[src/plk_pkg.sv]
`default_nettype none
package plk_pkg;
  // Clock and timing
  localparam int CLK_PERIOD_NS = 25;
  localparam int GRANT_CYC = 1;
  localparam int CONCAT_WAIT_NS = 100;
  localparam int CONCAT_WAIT_CYC = (CONCAT_WAIT_NS + CLK_PERIOD_NS - 1) / CLK_PERIOD_NS;
  localparam int PREFIX_EXT_NS = 400;
  localparam int PREFIX_EXT_CYC = (PREFIX_EXT_NS + CLK_PERIOD_NS - 1) / CLK_PERIOD_NS;
  // Control line codes, device side
  localparam logic [1:0] DEV_IDLE = 2'h0;
  localparam logic [1:0] DEV_STATUS = 2'h1;
  localparam logic [1:0] DEV_RECEIVE = 2'h2;
  localparam logic [1:0] DEV_TRANSMIT = 2'h3;
  // Control line codes, link side
  localparam logic [1:0] LNK_IDLE = 2'h0;
  localparam logic [1:0] LNK_HOLD = 2'h1;
  localparam logic [1:0] LNK_TRANSMIT = 2'h2;
  // Status word layout
  localparam int ST_ARB_GAP = 0;
  localparam int ST_SUB_GAP = 1;
  localparam int ST_BUS_RESET = 2;
  localparam int ST_TIMEOUT = 3;
  localparam int ST_ADDR_LSB = 4;
  localparam int ST_DATA_LSB = 8;
  localparam int SHORT_CYC = 2;
  localparam int FULL_CYC = 8;
  // Receive lead-in and speed codes
  localparam logic [3:0] RX_LEAD = 4'hF;
  localparam logic [3:0] SPD_100 = 4'h0;
  localparam logic [3:0] SPD_200 = 4'h4;
  // Request types and stream lengths
  localparam logic [2:0] RQ_IMM = 3'h0;
  localparam logic [2:0] RQ_ISO = 3'h1;
  localparam logic [2:0] RQ_PRI = 3'h2;
  localparam logic [2:0] RQ_FAIR = 3'h3;
  localparam logic [2:0] RQ_RD = 3'h4;
  localparam logic [2:0] RQ_WR = 3'h5;
  localparam logic [4:0] LEN_BUS = 5'h07;
  localparam logic [4:0] LEN_RD = 5'h09;
  localparam logic [4:0] LEN_WR = 5'h11;
  // Bus register map
  localparam logic [11:0] REG_CTRL = 12'h000;
  localparam logic [11:0] REG_STAT = 12'h004;
  localparam int CTRL_ROOT_BIT = 0;
  localparam int CTRL_SEND_BIT = 1;
  localparam int CTRL_ADDR_LSB = 4;
  localparam logic [31:0] CTRL_RST = 32'h0000_0000;
endpackage
`default_nettype wire

[src/plk_link_request_line_rx.sv]
`timescale 1ns/1ps
`default_nettype none
module plk_req_rx
  import plk_pkg::*;
(
  // Clock and reset
  input wire logic hclk,
  input wire logic hresetn,
  // Synchronised request line
  input wire logic req_line_in,
  // Decoded request
  output logic req_valid,
  output logic [2:0] req_type,
  output logic [3:0] req_addr,
  output logic [7:0] req_data
);
  typedef struct packed {
    logic active;
    logic [4:0] cnt;
    logic [16:0] sr;
    logic valid;
    logic [2:0] rtype;
    logic [3:0] addr;
    logic [7:0] data;
  } plk_req_t;

  plk_req_t q, n;

  function automatic logic [4:0] stream_len(input logic [2:0] t);
    stream_len = (t == RQ_RD) ? LEN_RD : (t == RQ_WR) ? LEN_WR : LEN_BUS;
  endfunction

  always_comb begin
    logic [2:0] t;
    t = '0;
    n = q;
    n.valid = 1'b0;
    if (!q.active) begin
      // Start bit opens a stream
      if (req_line_in) begin
        n.active = 1'b1;
        n.sr = 17'h00001;
        n.cnt = 5'h01;
      end
    end else begin
      n.sr[q.cnt] = req_line_in;
      n.cnt = q.cnt + 5'h01;
      t = {n.sr[1], n.sr[2], n.sr[3]};
      // Stop bit position reached; type is known by then
      if (q.cnt >= 5'h04 && q.cnt == stream_len(t) - 5'h01) begin
        n.active = 1'b0;
        n.valid = 1'b1;
        n.rtype = t;
        n.addr = {n.sr[4], n.sr[5], n.sr[6], n.sr[7]};
        n.data = {n.sr[8], n.sr[9], n.sr[10], n.sr[11],
                  n.sr[12], n.sr[13], n.sr[14], n.sr[15]};
      end
    end
  end

  always_ff @(posedge hclk or negedge hresetn) begin
    if (!hresetn) begin
      q <= '0;
    end else begin
      q <= n;
    end
  end

  assign req_valid = q.valid;
  assign req_type = q.rtype;
  assign req_addr = q.addr;
  assign req_data = q.data;
endmodule // plk_req_rx
`default_nettype wire

[src/plk_phy_link.sv]
// Added by the designer: the AHB-Lite register port and the address map.
`timescale 1ns/1ps
`default_nettype none
// Function
// [RULE_01] Status goes out as sixteen ordered bits
// [RULE_02] Bit 0 flags arbitration reset gap
// [RULE_03] Bit 1 flags subaction gap
// [RULE_04] Bit 2 flags bus reset entered
// [RULE_05] Bit 3 flags state timeout or power low
// [RULE_06] Full status carries register address and data
// [RULE_07] Link bus request starts arbitration
// [RULE_08] Grant is transmit then one idle cycle
// [RULE_09] Link hold keeps bus via data prefix
// [RULE_10] Link sends packet under transmit code
// [RULE_11] Link ends packet with one idle cycle
// [RULE_12] Hold after packet: wait, then grant again
// [RULE_13] After link idle device drives idle
// [RULE_14] Concatenated packets keep one speed
// [RULE_15] Root isochronous send stretches data prefix
// [RULE_16] Receive opens with all data lines high
// [RULE_17] Speed code marks start, then packet data
// [RULE_18] Idle ends the receive operation
// [RULE_19] Speed codes 0000 and 0100
// [RULE_20] Speed code stays out of the CRC
// [RULE_21] Status starts only from idle, code 01
// [RULE_22] Receive code is 10
// [RULE_23] Short status normally, full on request
// [RULE_24] Published control codes on both sides
module plk_phy_link
  import plk_pkg::*;
(
  // Clock and reset
  input wire logic hclk,
  input wire logic hresetn,
  // AHB-Lite slave
  input wire logic hsel,
  input wire logic [31:0] haddr,
  input wire logic [1:0] htrans,
  input wire logic hwrite,
  input wire logic [2:0] hsize,
  input wire logic [31:0] hwdata,
  input wire logic hready,
  output logic [31:0] hrdata,
  output logic hreadyout,
  output logic hresp,
  // Link pins
  input wire logic link_request_line,
  input wire logic [1:0] interface_control_lines_in,
  output logic [1:0] interface_control_lines_out,
  output logic interface_control_lines_oe_n,
  input wire logic [3:0] link_data_in,
  output logic [3:0] link_data_out,
  output logic link_data_oe_n,
  // Serial bus core events
  input wire logic ev_arb_reset_gap,
  input wire logic ev_subaction_gap,
  input wire logic ev_bus_reset,
  input wire logic ev_state_timeout,
  input wire logic cable_power_low_flag,
  // Arbitration and transmit path
  output logic arb_req,
  output logic arb_iso,
  input wire logic arb_won,
  output logic bus_prefix,
  output logic bus_tx_valid,
  output logic [3:0] bus_tx_data,
  // Receive path
  input wire logic rx_start,
  input wire logic rx_speed_200,
  input wire logic rx_valid,
  input wire logic [3:0] rx_data,
  input wire logic rx_end
);
  typedef enum logic [3:0] {
    S_IDLE, S_STATUS, S_ARB, S_PREFIX_EXT, S_GRANT, S_GRANT_IDLE, S_LINK,
    S_CONCAT, S_RX_ONES, S_RX_SPEED, S_RX_DATA, S_END_IDLE
  } plk_state_t;

  typedef struct packed {
    plk_state_t st;
    logic [7:0] cnt;
    logic [1:0] req_s;
    logic [1:0] icl_s1;
    logic [1:0] icl_s2;
    logic [3:0] d_s1;
    logic [3:0] d_s2;
    logic [3:0] pend;
    logic [3:0] sent;
    logic full_pend;
    logic [3:0] full_addr;
    logic full;
    logic [15:0] sr;
    logic req_pend;
    logic req_iso;
    logic seen_tx;
    logic spd;
    logic root;
    logic [3:0] ctrl_addr;
    logic [15:0][7:0] regs;
    logic ahb_wr;
    logic [11:0] ahb_addr;
    logic [31:0] rdata;
    logic [1:0] icl;
    logic oe_n;
    logic [3:0] dout;
    logic prefix;
    logic txv;
    logic [3:0] txd;
    logic arbr;
  } plk_core_t;

  plk_core_t q, n;
  logic rq_valid;
  logic [2:0] rq_type;
  logic [3:0] rq_addr;
  logic [7:0] rq_data;
  logic [3:0] ev;

  plk_req_rx u_req (
    .hclk(hclk),
    .hresetn(hresetn),
    .req_line_in(q.req_s[1]),
    .req_valid(rq_valid),
    .req_type(rq_type),
    .req_addr(rq_addr),
    .req_data(rq_data)
  );

  // Bit order on the wire: bit 0 first, field MSB first
  function automatic logic [15:0] status_word(input logic [3:0] flags,
                                              input logic [3:0] addr,
                                              input logic [7:0] data);
    logic [15:0] w;
    w = '0;
    w[ST_TIMEOUT:ST_ARB_GAP] = flags; // RULE_01
    for (int i = 0; i < 4; i++) begin
      w[ST_ADDR_LSB + i] = addr[3 - i]; // RULE_06
    end
    for (int i = 0; i < 8; i++) begin
      w[ST_DATA_LSB + i] = data[7 - i]; // RULE_06
    end
    status_word = w;
  endfunction

  function automatic logic [31:0] reg_read(input logic [11:0] a, input plk_core_t s);
    logic [31:0] v;
    v = '0;
    if (a == REG_CTRL) begin
      v[CTRL_ROOT_BIT] = s.root;
      v[CTRL_ADDR_LSB +: 4] = s.ctrl_addr;
    end else if (a == REG_STAT) begin
      v[3:0] = s.st;
      v[7:4] = s.pend;
      v[8] = s.full_pend;
      v[9] = s.req_pend;
      v[10] = s.req_iso;
    end
    reg_read = v;
  endfunction

  // Events from the serial core
  assign ev[ST_ARB_GAP] = ev_arb_reset_gap; // RULE_02
  assign ev[ST_SUB_GAP] = ev_subaction_gap; // RULE_03
  assign ev[ST_BUS_RESET] = ev_bus_reset; // RULE_04
  assign ev[ST_TIMEOUT] = ev_state_timeout | cable_power_low_flag; // RULE_05

  always_comb begin
    n = q;
    n.req_s = {q.req_s[0], link_request_line};
    n.icl_s1 = interface_control_lines_in;
    n.icl_s2 = q.icl_s1;
    n.d_s1 = link_data_in;
    n.d_s2 = q.d_s1;
    n.prefix = 1'b0;
    n.txv = 1'b0;
    n.arbr = 1'b0;
    unique case (q.st)
      S_IDLE: begin
        if (rx_start) begin
          n.st = S_RX_ONES;
          n.spd = rx_speed_200;
        end else if (q.req_pend) begin
          n.st = S_ARB; // RULE_07
          n.req_pend = 1'b0;
        end else if (q.icl_s2 == LNK_IDLE && (q.pend != 4'h0 || q.full_pend)) begin
          n.st = S_STATUS; // RULE_21
          n.full = q.full_pend;
          n.sent = q.pend;
          n.sr = status_word(q.pend, q.full_addr, q.regs[q.full_addr]);
          n.cnt = q.full_pend ? 8'(FULL_CYC - 1) : 8'(SHORT_CYC - 1); // RULE_23
        end
      end
      S_STATUS: begin
        // Preempted transfers stay pending and retry from idle
        if (rx_start) begin
          n.st = S_RX_ONES;
          n.spd = rx_speed_200;
        end else if (q.cnt == 8'h00) begin
          n.st = S_END_IDLE;
          n.pend = q.pend & ~q.sent;
          n.full_pend = q.full_pend & ~q.full;
        end else begin
          n.sr = q.sr >> 2;
          n.cnt = q.cnt - 8'h01;
        end
      end
      S_ARB: begin
        n.arbr = 1'b1; // RULE_07
        // A lost request is dropped; the link reissues after idle
        if (rx_start) begin
          n.st = S_RX_ONES;
          n.spd = rx_speed_200;
        end else if (arb_won) begin
          if (q.root && q.req_iso) begin
            n.st = S_PREFIX_EXT; // RULE_15
            n.cnt = 8'(PREFIX_EXT_CYC - 1);
          end else begin
            n.st = S_GRANT;
            n.cnt = 8'(GRANT_CYC - 1);
          end
        end
      end
      S_PREFIX_EXT: begin
        n.prefix = 1'b1; // RULE_15
        if (q.cnt == 8'h00) begin
          n.st = S_GRANT;
          n.cnt = 8'(GRANT_CYC - 1);
        end else begin
          n.cnt = q.cnt - 8'h01;
        end
      end
      S_GRANT: begin
        n.seen_tx = 1'b0;
        if (q.cnt == 8'h00) begin
          n.st = S_GRANT_IDLE; // RULE_08
        end else begin
          n.cnt = q.cnt - 8'h01;
        end
      end
      S_GRANT_IDLE: begin
        n.st = S_LINK;
      end
      S_LINK: begin
        // Our own grant codes echo through the synchroniser; 11 is ignored
        if (q.icl_s2 == LNK_HOLD) begin
          if (q.seen_tx) begin
            n.st = S_CONCAT; // RULE_12
            n.cnt = 8'(CONCAT_WAIT_CYC - 1);
          end else begin
            n.prefix = 1'b1; // RULE_09
          end
        end else if (q.icl_s2 == LNK_TRANSMIT) begin
          n.txv = 1'b1;
          n.txd = q.d_s2;
          n.seen_tx = 1'b1;
        end else if (q.icl_s2 == LNK_IDLE && q.seen_tx) begin
          n.st = S_END_IDLE; // RULE_13
        end
      end
      S_CONCAT: begin
        n.prefix = 1'b1;
        if (q.cnt == 8'h00) begin
          n.st = S_GRANT; // RULE_12
          n.cnt = 8'(GRANT_CYC - 1);
        end else begin
          n.cnt = q.cnt - 8'h01;
        end
      end
      S_RX_ONES: begin
        n.st = S_RX_SPEED; // RULE_17
      end
      S_RX_SPEED: begin
        n.st = S_RX_DATA;
      end
      S_RX_DATA: begin
        if (rx_end) begin
          n.st = S_END_IDLE; // RULE_18
        end
      end
      S_END_IDLE: begin
        n.st = S_IDLE;
      end
    endcase

    // Sets after clears, so an event in the clearing cycle survives
    n.pend = n.pend | ev;
    if (rq_valid) begin
      if (rq_type == RQ_RD) begin
        n.full_pend = 1'b1; // RULE_23
        n.full_addr = rq_addr;
      end else if (rq_type == RQ_WR) begin
        n.regs[rq_addr] = rq_data;
      end else if (rq_type <= RQ_FAIR) begin
        n.req_pend = 1'b1;
        n.req_iso = (rq_type == RQ_ISO);
      end
    end

    // Zero-wait AHB slave; unmapped reads return zero
    n.ahb_wr = hsel && hready && htrans[1] && hwrite;
    n.ahb_addr = haddr[11:0];
    if (hsel && hready && htrans[1] && !hwrite) begin
      n.rdata = reg_read(haddr[11:0], q);
    end
    if (q.ahb_wr && q.ahb_addr == REG_CTRL) begin
      n.root = hwdata[CTRL_ROOT_BIT];
      n.ctrl_addr = hwdata[CTRL_ADDR_LSB +: 4];
      if (hwdata[CTRL_SEND_BIT]) begin
        n.full_pend = 1'b1;
        n.full_addr = hwdata[CTRL_ADDR_LSB +: 4];
      end
    end

    // Pin drive follows the next state
    n.oe_n = (n.st == S_LINK);
    unique case (n.st)
      S_STATUS: n.icl = DEV_STATUS; // RULE_24
      S_GRANT: n.icl = DEV_TRANSMIT; // RULE_08
      S_RX_ONES, S_RX_SPEED, S_RX_DATA: n.icl = DEV_RECEIVE; // RULE_22
      default: n.icl = DEV_IDLE;
    endcase
    unique case (n.st)
      S_STATUS: n.dout = {2'h0, n.sr[1:0]}; // RULE_21
      S_RX_ONES: n.dout = RX_LEAD; // RULE_16
      S_RX_SPEED: n.dout = n.spd ? SPD_200 : SPD_100; // RULE_19
      S_RX_DATA: n.dout = rx_valid ? rx_data : q.dout;
      default: n.dout = 4'h0;
    endcase
  end

  always_ff @(posedge hclk or negedge hresetn) begin
    if (!hresetn) begin
      q <= '0;
    end else begin
      q <= n;
    end
  end

  assign hrdata = q.rdata;
  assign hreadyout = 1'b1;
  assign hresp = 1'b0;
  assign interface_control_lines_out = q.icl;
  assign interface_control_lines_oe_n = q.oe_n;
  assign link_data_out = q.dout;
  assign link_data_oe_n = q.oe_n;
  assign arb_req = q.arbr;
  assign arb_iso = q.req_iso;
  assign bus_prefix = q.prefix;
  assign bus_tx_valid = q.txv;
  assign bus_tx_data = q.txd;
endmodule // plk_phy_link
`default_nettype wire

[config.mk]
export PLATFORM = sky130hd
export DESIGN_NAME = plk_phy_link
export DESIGN_NICKNAME = d
export VERILOG_FILES = /design/src/plk_pkg.sv /design/src/plk_link_request_line_rx.sv /design/src/plk_phy_link.sv
export SDC_FILE = /design/constraint.sdc
export NUM_CORES = 1
export LEC_CHECK = 0
export ABC_AREA = 1
export BUFFER_PORTS_ARGS = -buffer_cell sky130_fd_sc_hd__buf_2
export CAP_MARGIN = 10
export CORE_AREA = 2 2 179 181
export CTS_CLUSTER_DIAMETER = 30
export CTS_CLUSTER_SIZE = 10
export DETAILED_ROUTE_END_ITERATION = 16
export DIE_AREA = 0 0 181 183
export PLACE_DENSITY = 0.67
export SETUP_SLACK_MARGIN = 0.5
export SLEW_MARGIN = 10
export SYNTH_ARGS = -nofsm -noshare
export SYNTH_HDL_FRONTEND = slang
export SYNTH_SLANG_ARGS = --single-unit
[constraint.sdc]
create_clock -name hclk -period 2.7 [get_ports hclk]
set_input_delay 0.27 -clock hclk [delete_from_list [all_inputs] [get_ports hclk]]
set_output_delay 0.27 -clock hclk [all_outputs]
set_load 0.02 [all_outputs]
==> results of run 1 <==
## cell usage after synthesis, types with 2 or more instances
master / instances
nor3_2: 2
nor2_4: 8
o21ai_1: 24
o21bai_1: 3
nor4_1: 3
mux2_2: 6
nor3_1: 14
inv_1: 93
o221ai_1: 14
nand3_1: 48
a31oi_1: 7
o211ai_1: 11
o21ai_0: 247
nand4_1: 7
nor2_2: 9
o31ai_1: 8
xor2_1: 4
dfrtp_1: 268
buf_1: 2
nand2_1: 339
conb_1: 2
buf_2: 6
inv_2: 7
a21oi_1: 12
buf_4: 48
nand3b_1: 2
clkbuf_1: 52
nand2_2: 5
o22ai_1: 38
nor2_1: 125
ha_1: 5
o32ai_1: 2
## metrics by stage
stage               cells  hold slack [ns]  util (%)  cell area [sq um]
global route         1971          0.02126     48.24              15070
floorplan            1456         -0.02559         -              12390
finish               1971          0.01155     48.24              15070
global placement     1837           0.3318     41.14              12850
detailed placement   1837           0.3347     41.14              12850
CTS                  1963         0.001185     47.86              14950
## worst register-to-register path, cell delays in order (launching register included)
cell     delay [ns]
dfrtp_1        0.37
inv_1          0.05
nor2_1         0.15
nand2_1        0.21
nor3_1         0.40
nand2_1        0.46
nand2_1        0.17
o21ai_0        0.09
## what timing repair did
action,4_1_cts,5_1_grt
endpoints found under the setup margin,4,81
hold endpoints to repair,110,0
gates resized for setup,2,16
buffers inserted,0,8
hold buffers,29,0
pin swaps,0,3
## cells in the final DEF, fill, tap and decap left out, types with 29 or more instances in the layout
master	instances
buf_2	70
clkbuf_16	52
dfrtp_1	265
dlygate4sd3_1	29
inv_1	92
nand2_1	338
nand3_1	44
nor2_1	122
o21ai_0	247
o22ai_1	38
## sequential cells by signal, indices dropped and copies added, names as in the netlist, 2 cells and up
register / cells
q: 198
u_req.q: 21
hrdata: 11
u_req.req_data: 8
n: 7
bus_tx_data: 4
link_data_out: 4
u_req.req_addr: 4
u_req.req_type: 3
interface_control_lines_out: 2
## worst max-delay path by stage
stage	slack (ns)	endpoint	start
finish	0.65	q[160]	u_req.req_type[0]
global route	0.41	q[157]	u_req.req_type[0]
CTS	0.49	link_data_out[1]	q[240]
detailed placement	0.44	q[240]	q[240]
global placement	0.54	q[242]	q[240]
floorplan	0.87	link_data_out[0]	q[240]
## metal layers
layer  GRT usage (%)  up-vias  wire length, um
met5               0        -                0
met4           6.114        0              782
met3           3.276       66             1904
met2           32.22      301            14970
met1           24.07     4931            13260
li1                -     4915                -
## where the power goes
| group | leakage, nW | total [mW] | switching (mW) | internal [mW] |
|---|---|---|---|---|
| Sequential | 3.55 | 5.08 | 0.465 | 4.62 |
| Combinational | 2.74 | 4.43 | 3.01 | 1.42 |
| Clock | 0.860 | 6.47 | 2.16 | 4.30 |
| Total | 7.14 | 16.0 | 5.64 | 10.3 |
## logic make-up (layout without fill, tap and decap cells)
logic type	after synthesis	in the layout	share of synthesized area, %
other	2	23	0.06101
AOI/OAI and AO/OA	370	370	16.59
muxes	7	7	0.6302
xor gates and xnor gates	5	5	0.3557
buffers and inverters	210	323	7.949
and+or+nand+nor	568	568	19.42
DFF	268	268	54.48
adders and majority gates	5	5	0.5082
## cell type report
class | instances | area [sq um]
Fill cell | 2948 | 16160
Inverter | 102 | 385.4
Clock buffer | 67 | 1418
Timing Repair Buffer | 124 | 898.4
Multi-Input combinational cell | 978 | 4770
Clock inverter | 30 | 381.6
Sequential cell | 268 | 6710
Tap cell | 402 | 503.0
==> reports/qor.csv, run 1 <==
metric;value;unit
status;finished clean;
crit-path max cell delay;0.46;ns
IO buf count;71;
Synth cell types;46;
Seq cells post-synth;268;
WP data arrival;2.44;ns
post-layout min period;2.046;ns
area grow syn2layout;22.39;%
Post-synth EDFFs;0;
total power;15.98;mW
Global Route Usage Sum;18.72;%
largest net degree at the start of global routing;90;
Die W;181;um
initial antenna violation count;0;
post-route setup TNS;0;ns
dpl ws;0.4414;ns
Die Ht;183;um
CTS clk-pin slew, worst paths;0.05;ns
Mapped Area;0.01231;sq mm
WHS Endpoint;link_data_out[0];
hold path depth;4;
Avg Vias per Cell;5.182;
reg2reg setup slack;0.65;ns
# IOs;145;
vias in the first global route;10050;
CTS Buf Count;52;
Fmax;488.8;MHz
initial core utilization;39.42;%
Crit Path Max Fanout;16;
global route overflow;0;
Buf/Inv on CP;1;
sequential share of the synthesized area;54.48;%
Initial DRT Pass Iterations;5;
Max-Cap Viols;0;
ys flop type;dfrtp_1;
top cells by area, synth;dfrtp_1, nand2_1, o21ai_0;
CP Cell Sequence;inv_1 > nor2_1 > nand2_1 > nor3_1 > nand2_1 > nand2_1 > o21ai_0;
Worst path top cell family by delay;simple AND/OR/NAND/NOR gates;
global-route wire length before repair;50.64;mm
CP Launch Type;flop;
worst setup margin;0.6540;ns
WP depth;7;
Worst slew margin;48.48;%
routability cong.;0.8877;
H-tree levels;2;
Hold Path Class;input pin to flop;
pwr dens;1061;mW/mm^2
CTS Buffer Depth;3;
FF-to-FF path depth;7;
CTS tree;done;
Post-Syn Instances;1435;
Worst-Margin Slew;0.7705;ns
# diodes;0;
HPWL Detailed;19.25;mm
DRT iter0 DRCs;870;
critical path's slowest cell;nand2_1;
layout cells sized above 1;15.42;%
RSZ-0062 raised after global routing;yes;
Final Hold Fails;0;
std cell rows;65;
post-route antenna net violation count;0;
Floorplan Core Area;0.03123;sq mm
DR WL/cell;15.69;um
Slew Viols, Final;0;
Final period util;75.78;%
critical setup path kind;flop to flop;
CTS sink count;268;
via count;10210;
reg2reg end;q[160];
Synth warnings;0;
crit end category;flop;
Leakage Power;7.144;nW
asr flop ratio synth;100.0;%
Hold Crit Start;rx_valid;
Residual DRC;0;
drt total wl;30.92;mm
CP required;3.10;ns
Setup-failing EPs final;0;
Max VDD drop;0.5547;mV
post-synth top area share;54.48;%
most used cell, CP;nand2_1;
worst-case clock skew;0.02391;ns
Root Buffer;clkbuf_16;
Yosys top cell by area;dfrtp_1;
reg2reg start;u_req.req_type[0];
Clock Latency Late Sink;0.56;ns
Layout Nets;1626;
mean area per synthesized cell;8.578;sq um
die area;0.03312;sq mm
Power figures use the tool's default switching activity.
==> inputs of run 2 (changes only) <==
Settings changed: PLACE_DENSITY 0.67 to 0.69.
Clock period 2.7 ns to 1.8 ns, I/O delays scaled along.
==> run 2 against run 1 <==
The run now ends with negative setup slack left. Highest routed layer unchanged. Sequential cell count unchanged. Die area unchanged. Largest power group is now combinational cells. Non-clock buffer count increased by 142. Hold slack got worse by 0.0080 ns. Sequential power increased by 53%. Critical path type unchanged. Clock skew decreased by 0.0042 ns. Register-to-register slack got worse by 0.87 ns. Maximum frequency increased by 1.7%.
==> reports/qor.csv, run 2 (synthesis results as in run 1) <==
metric;value;unit;change
Clock Latency Late Sink;0.55;ns;about the same
P_int;18.22;mW;+76%
Placed Instances;1906;;+3.8%
critical setup path kind;flop to flop;;
Residual DRC;0;;unchanged
die area;0.03312;sq mm;unchanged
DR WL/cell;19.48;um;+24%
worst-case clock skew;0.01970;ns;-0.004215 ns
Die W;181;um;unchanged
most frequent cells in the layout;dfrtp_1, nand2_1, nand2_2, o21ai_1, nor2_1;;
HPWL Detailed;20.22;mm;+5.0%
Logic pwr share;37.9;%;+10 points
Global Route Usage Sum;21.72;%;+3.0 points
std cell rows;65;;unchanged
Buf/Inv on CP;3;;+2
Crit Path Max Fanout;15;;-1
Finished Layout Cells;2113;;+7.2%
Floorplan Core Area;0.03123;sq mm;unchanged
Die Ht;183;um;unchanged
CTS sink count;268;;unchanged
Worst path top cell family by delay;simple AND/OR/NAND/NOR gates;;
switching part of the total;37.11;%;+1.8 points
most common cell after layout, fill and taps aside;dfrtp_1;;
Fmax;497.2;MHz;+1.7%
RSZ-0062 raised after global routing;yes;;
CTS tree;done;;
routability cong.;0.8826;;-0.57%
Slew Viols, Final;0;;unchanged
Worst-Margin Slew;0.7971;ns;+0.02656 ns
Seq pwr share;26.9;%;-4.9 points
CP Launch Type;flop;;
largest register by flop count;q;;
Final Hold Fails;0;;unchanged
critical path's slowest cell;dfrtp_1;;
total power;28.97;mW;+81%
crit end category;flop;;
drt total wl;41.15;mm;+33%
Root Buffer;clkbuf_16;;
Initial DRT Pass Iterations;7;;+2
Leakage Power;8.460;nW;+18%
via count;11840;;+16%
Largest register FFs;198;;unchanged
Clock power frac;35.2;%;-5.3 points
CTS Buffer Depth;3;;unchanged
area occupied by registers;0.006721;sq mm;+0.17%
status;complete, but fails checks;;
Max-Cap Viols;0;;unchanged
Avg Vias per Cell;5.605;;+8.2%
CTS Buf Count;48;;-7.7%
Max VDD drop;0.8054;mV;+45%
vias in the first global route;11130;;+11%
H-tree levels;2;;unchanged
initial antenna violation count;0;;unchanged
violations in the final reports;negative setup slack;;
worst setup margin;-0.2111;ns;-0.8651 ns
CTS clk-pin slew, worst paths;0.05;ns;about the same
area grow syn2layout;49.89;%;
CP required;2.22;ns;-0.88 ns
Setup-failing EPs final;29;;+29
# IOs;145;;unchanged
initial core utilization;39.42;%;unchanged
# diodes;0;;unchanged
layout cells sized above 1;42.84;%;+27 points
pwr dens;1570;mW/mm^2;+48%
WP data arrival;2.44;ns;about the same
largest net degree at the start of global routing;56;;-38%
DRT iter0 DRCs;1297;;+49%
footprint of the multi-input gates;0.006536;sq mm;+37%
Layout Nets;1774;;+9.1%
IO buf count;71;;unchanged
CP Cell Sequence;nor2_2 > inv_2 > nor2_4 > nand2_2 > buf_6 > o21ai_4 > o21ai_1 > nand2_1 > nand3_4 > clkbuf_16 > nand2_2 > o21ai_1;;
fill count;2344;;-20%
global-route wire length before repair;57.77;mm;+14%
global route overflow;0;;unchanged
Net Switching;10.75;mW;+91%
post-layout min period;2.011;ns;-0.03492 ns
Hold Path Class;input pin to flop;;
crit-path max cell delay;0.40;ns;-0.06 ns
Final period util;111.7;%;+36 points
Worst slew margin;46.80;%;-1.7 points
post-route antenna net violation count;0;;unchanged
dpl ws;-0.1308;ns;-0.5723 ns
worst hold slack;0.003588;ns;-0.007964 ns
run 2: layout make-up:
type	instances	area share, %
tap	402	2.726
timing repair buffer	266	13.22
multi-input combinational	988	35.43
sequential	268	36.43
clock inverter	31	2.753
clock buffer	56	7.114
inverter	102	2.333
run 2: what timing repair did:
| item | in CTS | in global routing |
|---|---|---|
| endpoints found under the setup margin | 225 | 231 |
| hold buffers | 33 | 1 |
| buffers inserted | 39 | 30 |
| gates cloned | 11 | 6 |
| resized for setup | 214 | 321 |
| hold endpoints to repair | 164 | 4 |
| pin swaps | 59 | 101 |
run 2: power by group through the flow:
stage          clock, mW  sequential (mW)  combinational (mW)
2_1_floorplan          0             7.47                5.06
3_3_place_gp           0             7.60                7.38
3_5_place_dp           0             7.63                7.52
4_1_cts             10.2             7.61                8.97
5_1_grt             10.6             7.84                11.8
6_report            10.2             7.78                11.0
run 2: final timing paths:
| path | start | end | slack, ns | cells past startpoint |
|---|---|---|---|---|
| min reg2reg | n[229] | q[229] | 0.35 | 0 |
| min in group asynchronous | hresetn | hrdata[2] | 0.17 | 2 |
| max reg2reg | u_req.q[36] | u_req.req_data[5] | -0.21 | 12 |
| max in group asynchronous | hresetn | n[229] | 0.95 | 3 |
| min | rx_data[1] | link_data_out[1] | 0.004 | 5 |
| max | u_req.q[36] | u_req.req_data[5] | -0.21 | 12 |
run 2: metal layers:
layer	track usage [%]	vias up	wire [um]
met5	0	-	0
met3	4.428	161	3034
met1	27.56	5816	15940
li1	-	5266	-
met4	9.724	0	1855
met2	36.12	600	20330
run 2: stage by stage:
step	util, %	setup TNS (ns)	instance area, sq um
after global routing	59.08	-6.769	18450
after floorplan	-	0	12750
after global placement	43.51	-0.2813	13590
after CTS	54.28	-0.1225	16950
after detailed placement	43.51	-0.8768	13590
final	59.08	-3.384	18450
run 2: worst reg2reg max path: cells and delay by family, from the launching register on:
| family | cells | cell delay (ns) |
|---|---|---|
| flops | 1 | 0.40 |
| simple gates | 6 | 0.77 |
| buf+inv | 3 | 0.46 |
| compound gates | 3 | 0.26 |
==> inputs of run 3 (changes only) <==
Settings changed: CORE_AREA 2 2 179 181 to 2 2 183 185, DIE_AREA 0 0 181 183 to 0 0 185 187, REMOVE_ABC_BUFFERS set to 1, SETUP_SLACK_MARGIN 0.5 to 0.2, SYNTH_HIERARCHICAL set to 1.
==> run 3 against run 2 <==
The run still ends with negative setup slack left. Sequential cell count unchanged. Sequential share of layout area grew 1.6 points. Final area down 4.1%. Synthesized cell count increased by 4.5%. Critical path type unchanged. Critical endpoint is now link_data_out[1].
==> reports/qor.csv, run 3 <==
metric;value;unit;change
HPWL Detailed;21.04;mm;+4.0%
count leader, synth;nand2_1;;
post-route antenna net violation count;0;;unchanged
Initial DRT Pass Iterations;5;;-2
initial core utilization;39.18;%;-0.24 points
CTS sink count;268;;unchanged
Synth cell types;45;;-2.2%
largest net degree at the start of global routing;68;;+21%
Post-synth EDFFs;0;;unchanged
die area;0.03460;sq mm;+4.4%
IO buf count;71;;unchanged
Fmax;509.1;MHz;+2.4%
Avg Vias per Cell;5.079;;-9.4%
Worst-Margin Slew;0.6723;ns;-0.1248 ns
Logic pwr share;36.1;%;-1.8 points
RSZ-0062 raised after global routing;yes;;
Net Switching;10.55;mW;-1.9%
critical setup path kind;flop to flop;;
switching part of the total;35.64;%;-1.5 points
Root Buffer;clkbuf_16;;
Post-Syn Instances;1499;;+4.5%
pwr dens;1672;mW/mm^2;+6.5%
most common cell after layout, fill and taps aside;nand2_1;;
Global Route Usage Sum;19.41;%;-2.3 points
CTS Buf Count;59;;+23%
Max VDD drop;0.9480;mV;+18%
crit end category;flop;;
Setup-failing EPs final;16;;-45%
post-synth top area share;52.09;%;-2.4 points
# IOs;145;;unchanged
Synth warnings;6;;+6
Seq pwr share;26.1;%;-0.8 points
Layout Nets;1818;;+2.5%
CTS tree;done;;
Clock Latency Late Sink;0.59;ns;+0.04 ns
CTS clk-pin slew, worst paths;0.04;ns;about the same
Largest register FFs;198;;unchanged
DRT iter0 DRCs;925;;-29%
sequential share of the synthesized area;52.09;%;-2.4 points
violations in the final reports;negative setup slack;;
Mapped Area;0.01287;sq mm;+4.6%
worst hold slack;0.04136;ns;+0.03778 ns
area grow syn2layout;37.42;%;
global route overflow;0;;unchanged
Hold Path Class;input pin to flop;;
routability cong.;0.8815;;-0.12%
Die W;185;um;+2.2%
vias in the first global route;10900;;-2.1%
Finished Layout Cells;2212;;+4.7%
global-route wire length before repair;54.70;mm;-5.3%
H-tree levels;2;;unchanged
Crit Path Max Fanout;7;;-8
Worst slew margin;55.13;%;+8.3 points
Seq cells post-synth;268;;unchanged
Final period util;109.1;%;-2.6 points
top cells by area, synth;dfrtp_1, nand2_1, o21ai_0;;
most frequent cells in the layout;nand2_1, dfrtp_1, o21ai_0, inv_1, buf_4;;
post-layout min period;1.964;ns;-0.04666 ns
Slew Viols, Final;0;;unchanged
# diodes;0;;unchanged
Placed Instances;2027;;+6.3%
CTS Buffer Depth;3;;unchanged
std cell rows;67;;+3.1%
CP Launch Type;flop;;
Yosys top cell by area;dfrtp_1;;
Final Hold Fails;0;;unchanged
Residual DRC;0;;unchanged
CP required;2.30;ns;+0.08 ns
Leakage Power;8.237;nW;-2.6%
ys flop type;dfrtp_1;;
mean area per synthesized cell;8.589;sq um;+0.13%
status;complete, but fails checks;;
fin area;0.01769;sq mm;-4.1%
initial antenna violation count;0;;unchanged
area post-placement;0.01412;sq mm;+3.9%
drt total wl;35.26;mm;-14%
top cells by count, synth;nand2_1, dfrtp_1, o21ai_0;;
P_int;19.04;mW;+4.5%
largest register by flop count;q;;
Max-Cap Viols;0;;unchanged
Die Ht;187;um;+2.2%
asr flop ratio synth;100.0;%;unchanged
DR WL/cell;15.94;um;-18%
worst setup margin;-0.1644;ns;+0.04666 ns
via count;11230;;-5.1%
Clock power frac;37.8;%;+2.6 points
worst-case clock skew;0.02439;ns;+0.004696 ns
layout cells sized above 1;28.12;%;-15 points
Floorplan Core Area;0.03286;sq mm;+5.2%
WP data arrival;2.47;ns;+0.03 ns
==> run 3: changes by cell type after synthesis, moves of 7 or more <==
cell	change
nand3_1	+15
nand2_1	+17
inv_1	+40
nand2_2	+9
a21oi_1	+33
nor2_1	-77
o211ai_1	+7
buf_4	+14
o21ai_1	-24
o221ai_1	-13
o22ai_1	-22
mux2i_1	+32
o21bai_1	+15
==> run 3: cells by family after synthesis <==
group / Yosys count / synth area share (%)
simple gates: 541 / 18.26
compound gates: 370 / 15.79
buf+inv: 273 / 10.24
flops: 268 / 52.09
mux: 33 / 2.566
fa+ha+maj: 6 / 0.5831
xor+xnor: 6 / 0.4082
other cells: 2 / 0.05833
==> run 3: path summary, 6_finish.rpt <==
kind                            from  cells after the start          endpoint  slack, ns
max in group asynchronous    hresetn                      3             q[88]       0.97
min in group asynchronous    hresetn                      2            q[197]       0.13
hold reg to reg               n[226]                      0            q[226]       0.35
hold / removal             hwdata[1]                      4            q[217]       0.04
setup reg to reg              q[240]                     16  link_data_out[1]      -0.16
setup / recovery              q[240]                     16  link_data_out[1]      -0.16
==> run 3: cell type report <==
class	count	area [sq um]
inverters	147	573.1
clock inverters	36	480.5
clock buffers	72	1605
repair buffers	260	2205
repair inverters	1	11.26
multi-input cells	980	5538
flip-flops and latches	268	6720
well taps	448	560.5
fillers	2847	15170
==> run 3: through the flow <==
stage	setup WS [ns]	setup TNS [ns]	power (mW)	utilization, %
2_1_floorplan	-1.129	-10.20	12.81	-
3_3_place_gp	-0.08489	-0.2913	15.74	42.98
3_5_place_dp	-0.1333	-0.6435	15.93	42.98
4_1_cts	-0.04037	-0.1399	28.16	51.62
5_1_grt	-0.2393	-3.962	31.13	53.84
6_report	-0.1644	-1.421	29.59	53.84
==> run 3: power groups by stage <==
stage               Combinational, mW  Clock (mW)  Sequential (mW)
finish                           10.7        11.2             7.71
global route                     11.6        11.7             7.81
CTS                              9.24        11.3             7.63
detailed placement               8.28           0             7.65
global placement                 8.12           0             7.62
floorplan                        4.83           0             7.98
==> run 3: what timing repair did <==
action                     4_1_cts  5_1_grt
hold buffers                    38        0
pin swaps                       31       36
setup endpoints to repair      187      210
cloned                           2        7
hold endpoints to repair       306        0
buffers inserted                14       16
resized for setup               88      162
==> run 3: worst max-delay path, cell delays in order (launching register included) <==
cell and delay (ns):
dfrtp_1 0.39, inv_2 0.09, ha_4 0.15, nand2_4 0.05
nor2_4 0.21, buf_6 0.14, nand2_4 0.04, nand2_2 0.06
nand2_2 0.06, nand2_2 0.09, nor2_4 0.04, nor2_2 0.11
nand2_2 0.08, nor2_4 0.15, buf_4 0.14, nand2_1 0.04
nand2_1 0.06
==> run 3: per-layer routing <==
layer	part of all wire [%]	wire (um)	global-route usage, %	vias to the layer above
li1	-	-	-	5319
met1	42	14980	25.29	5522
met2	50	17510	32.61	319
met3	5.4	1888	3.466	74
met4	2.5	880	6.410	0
met5	0	0	0	-
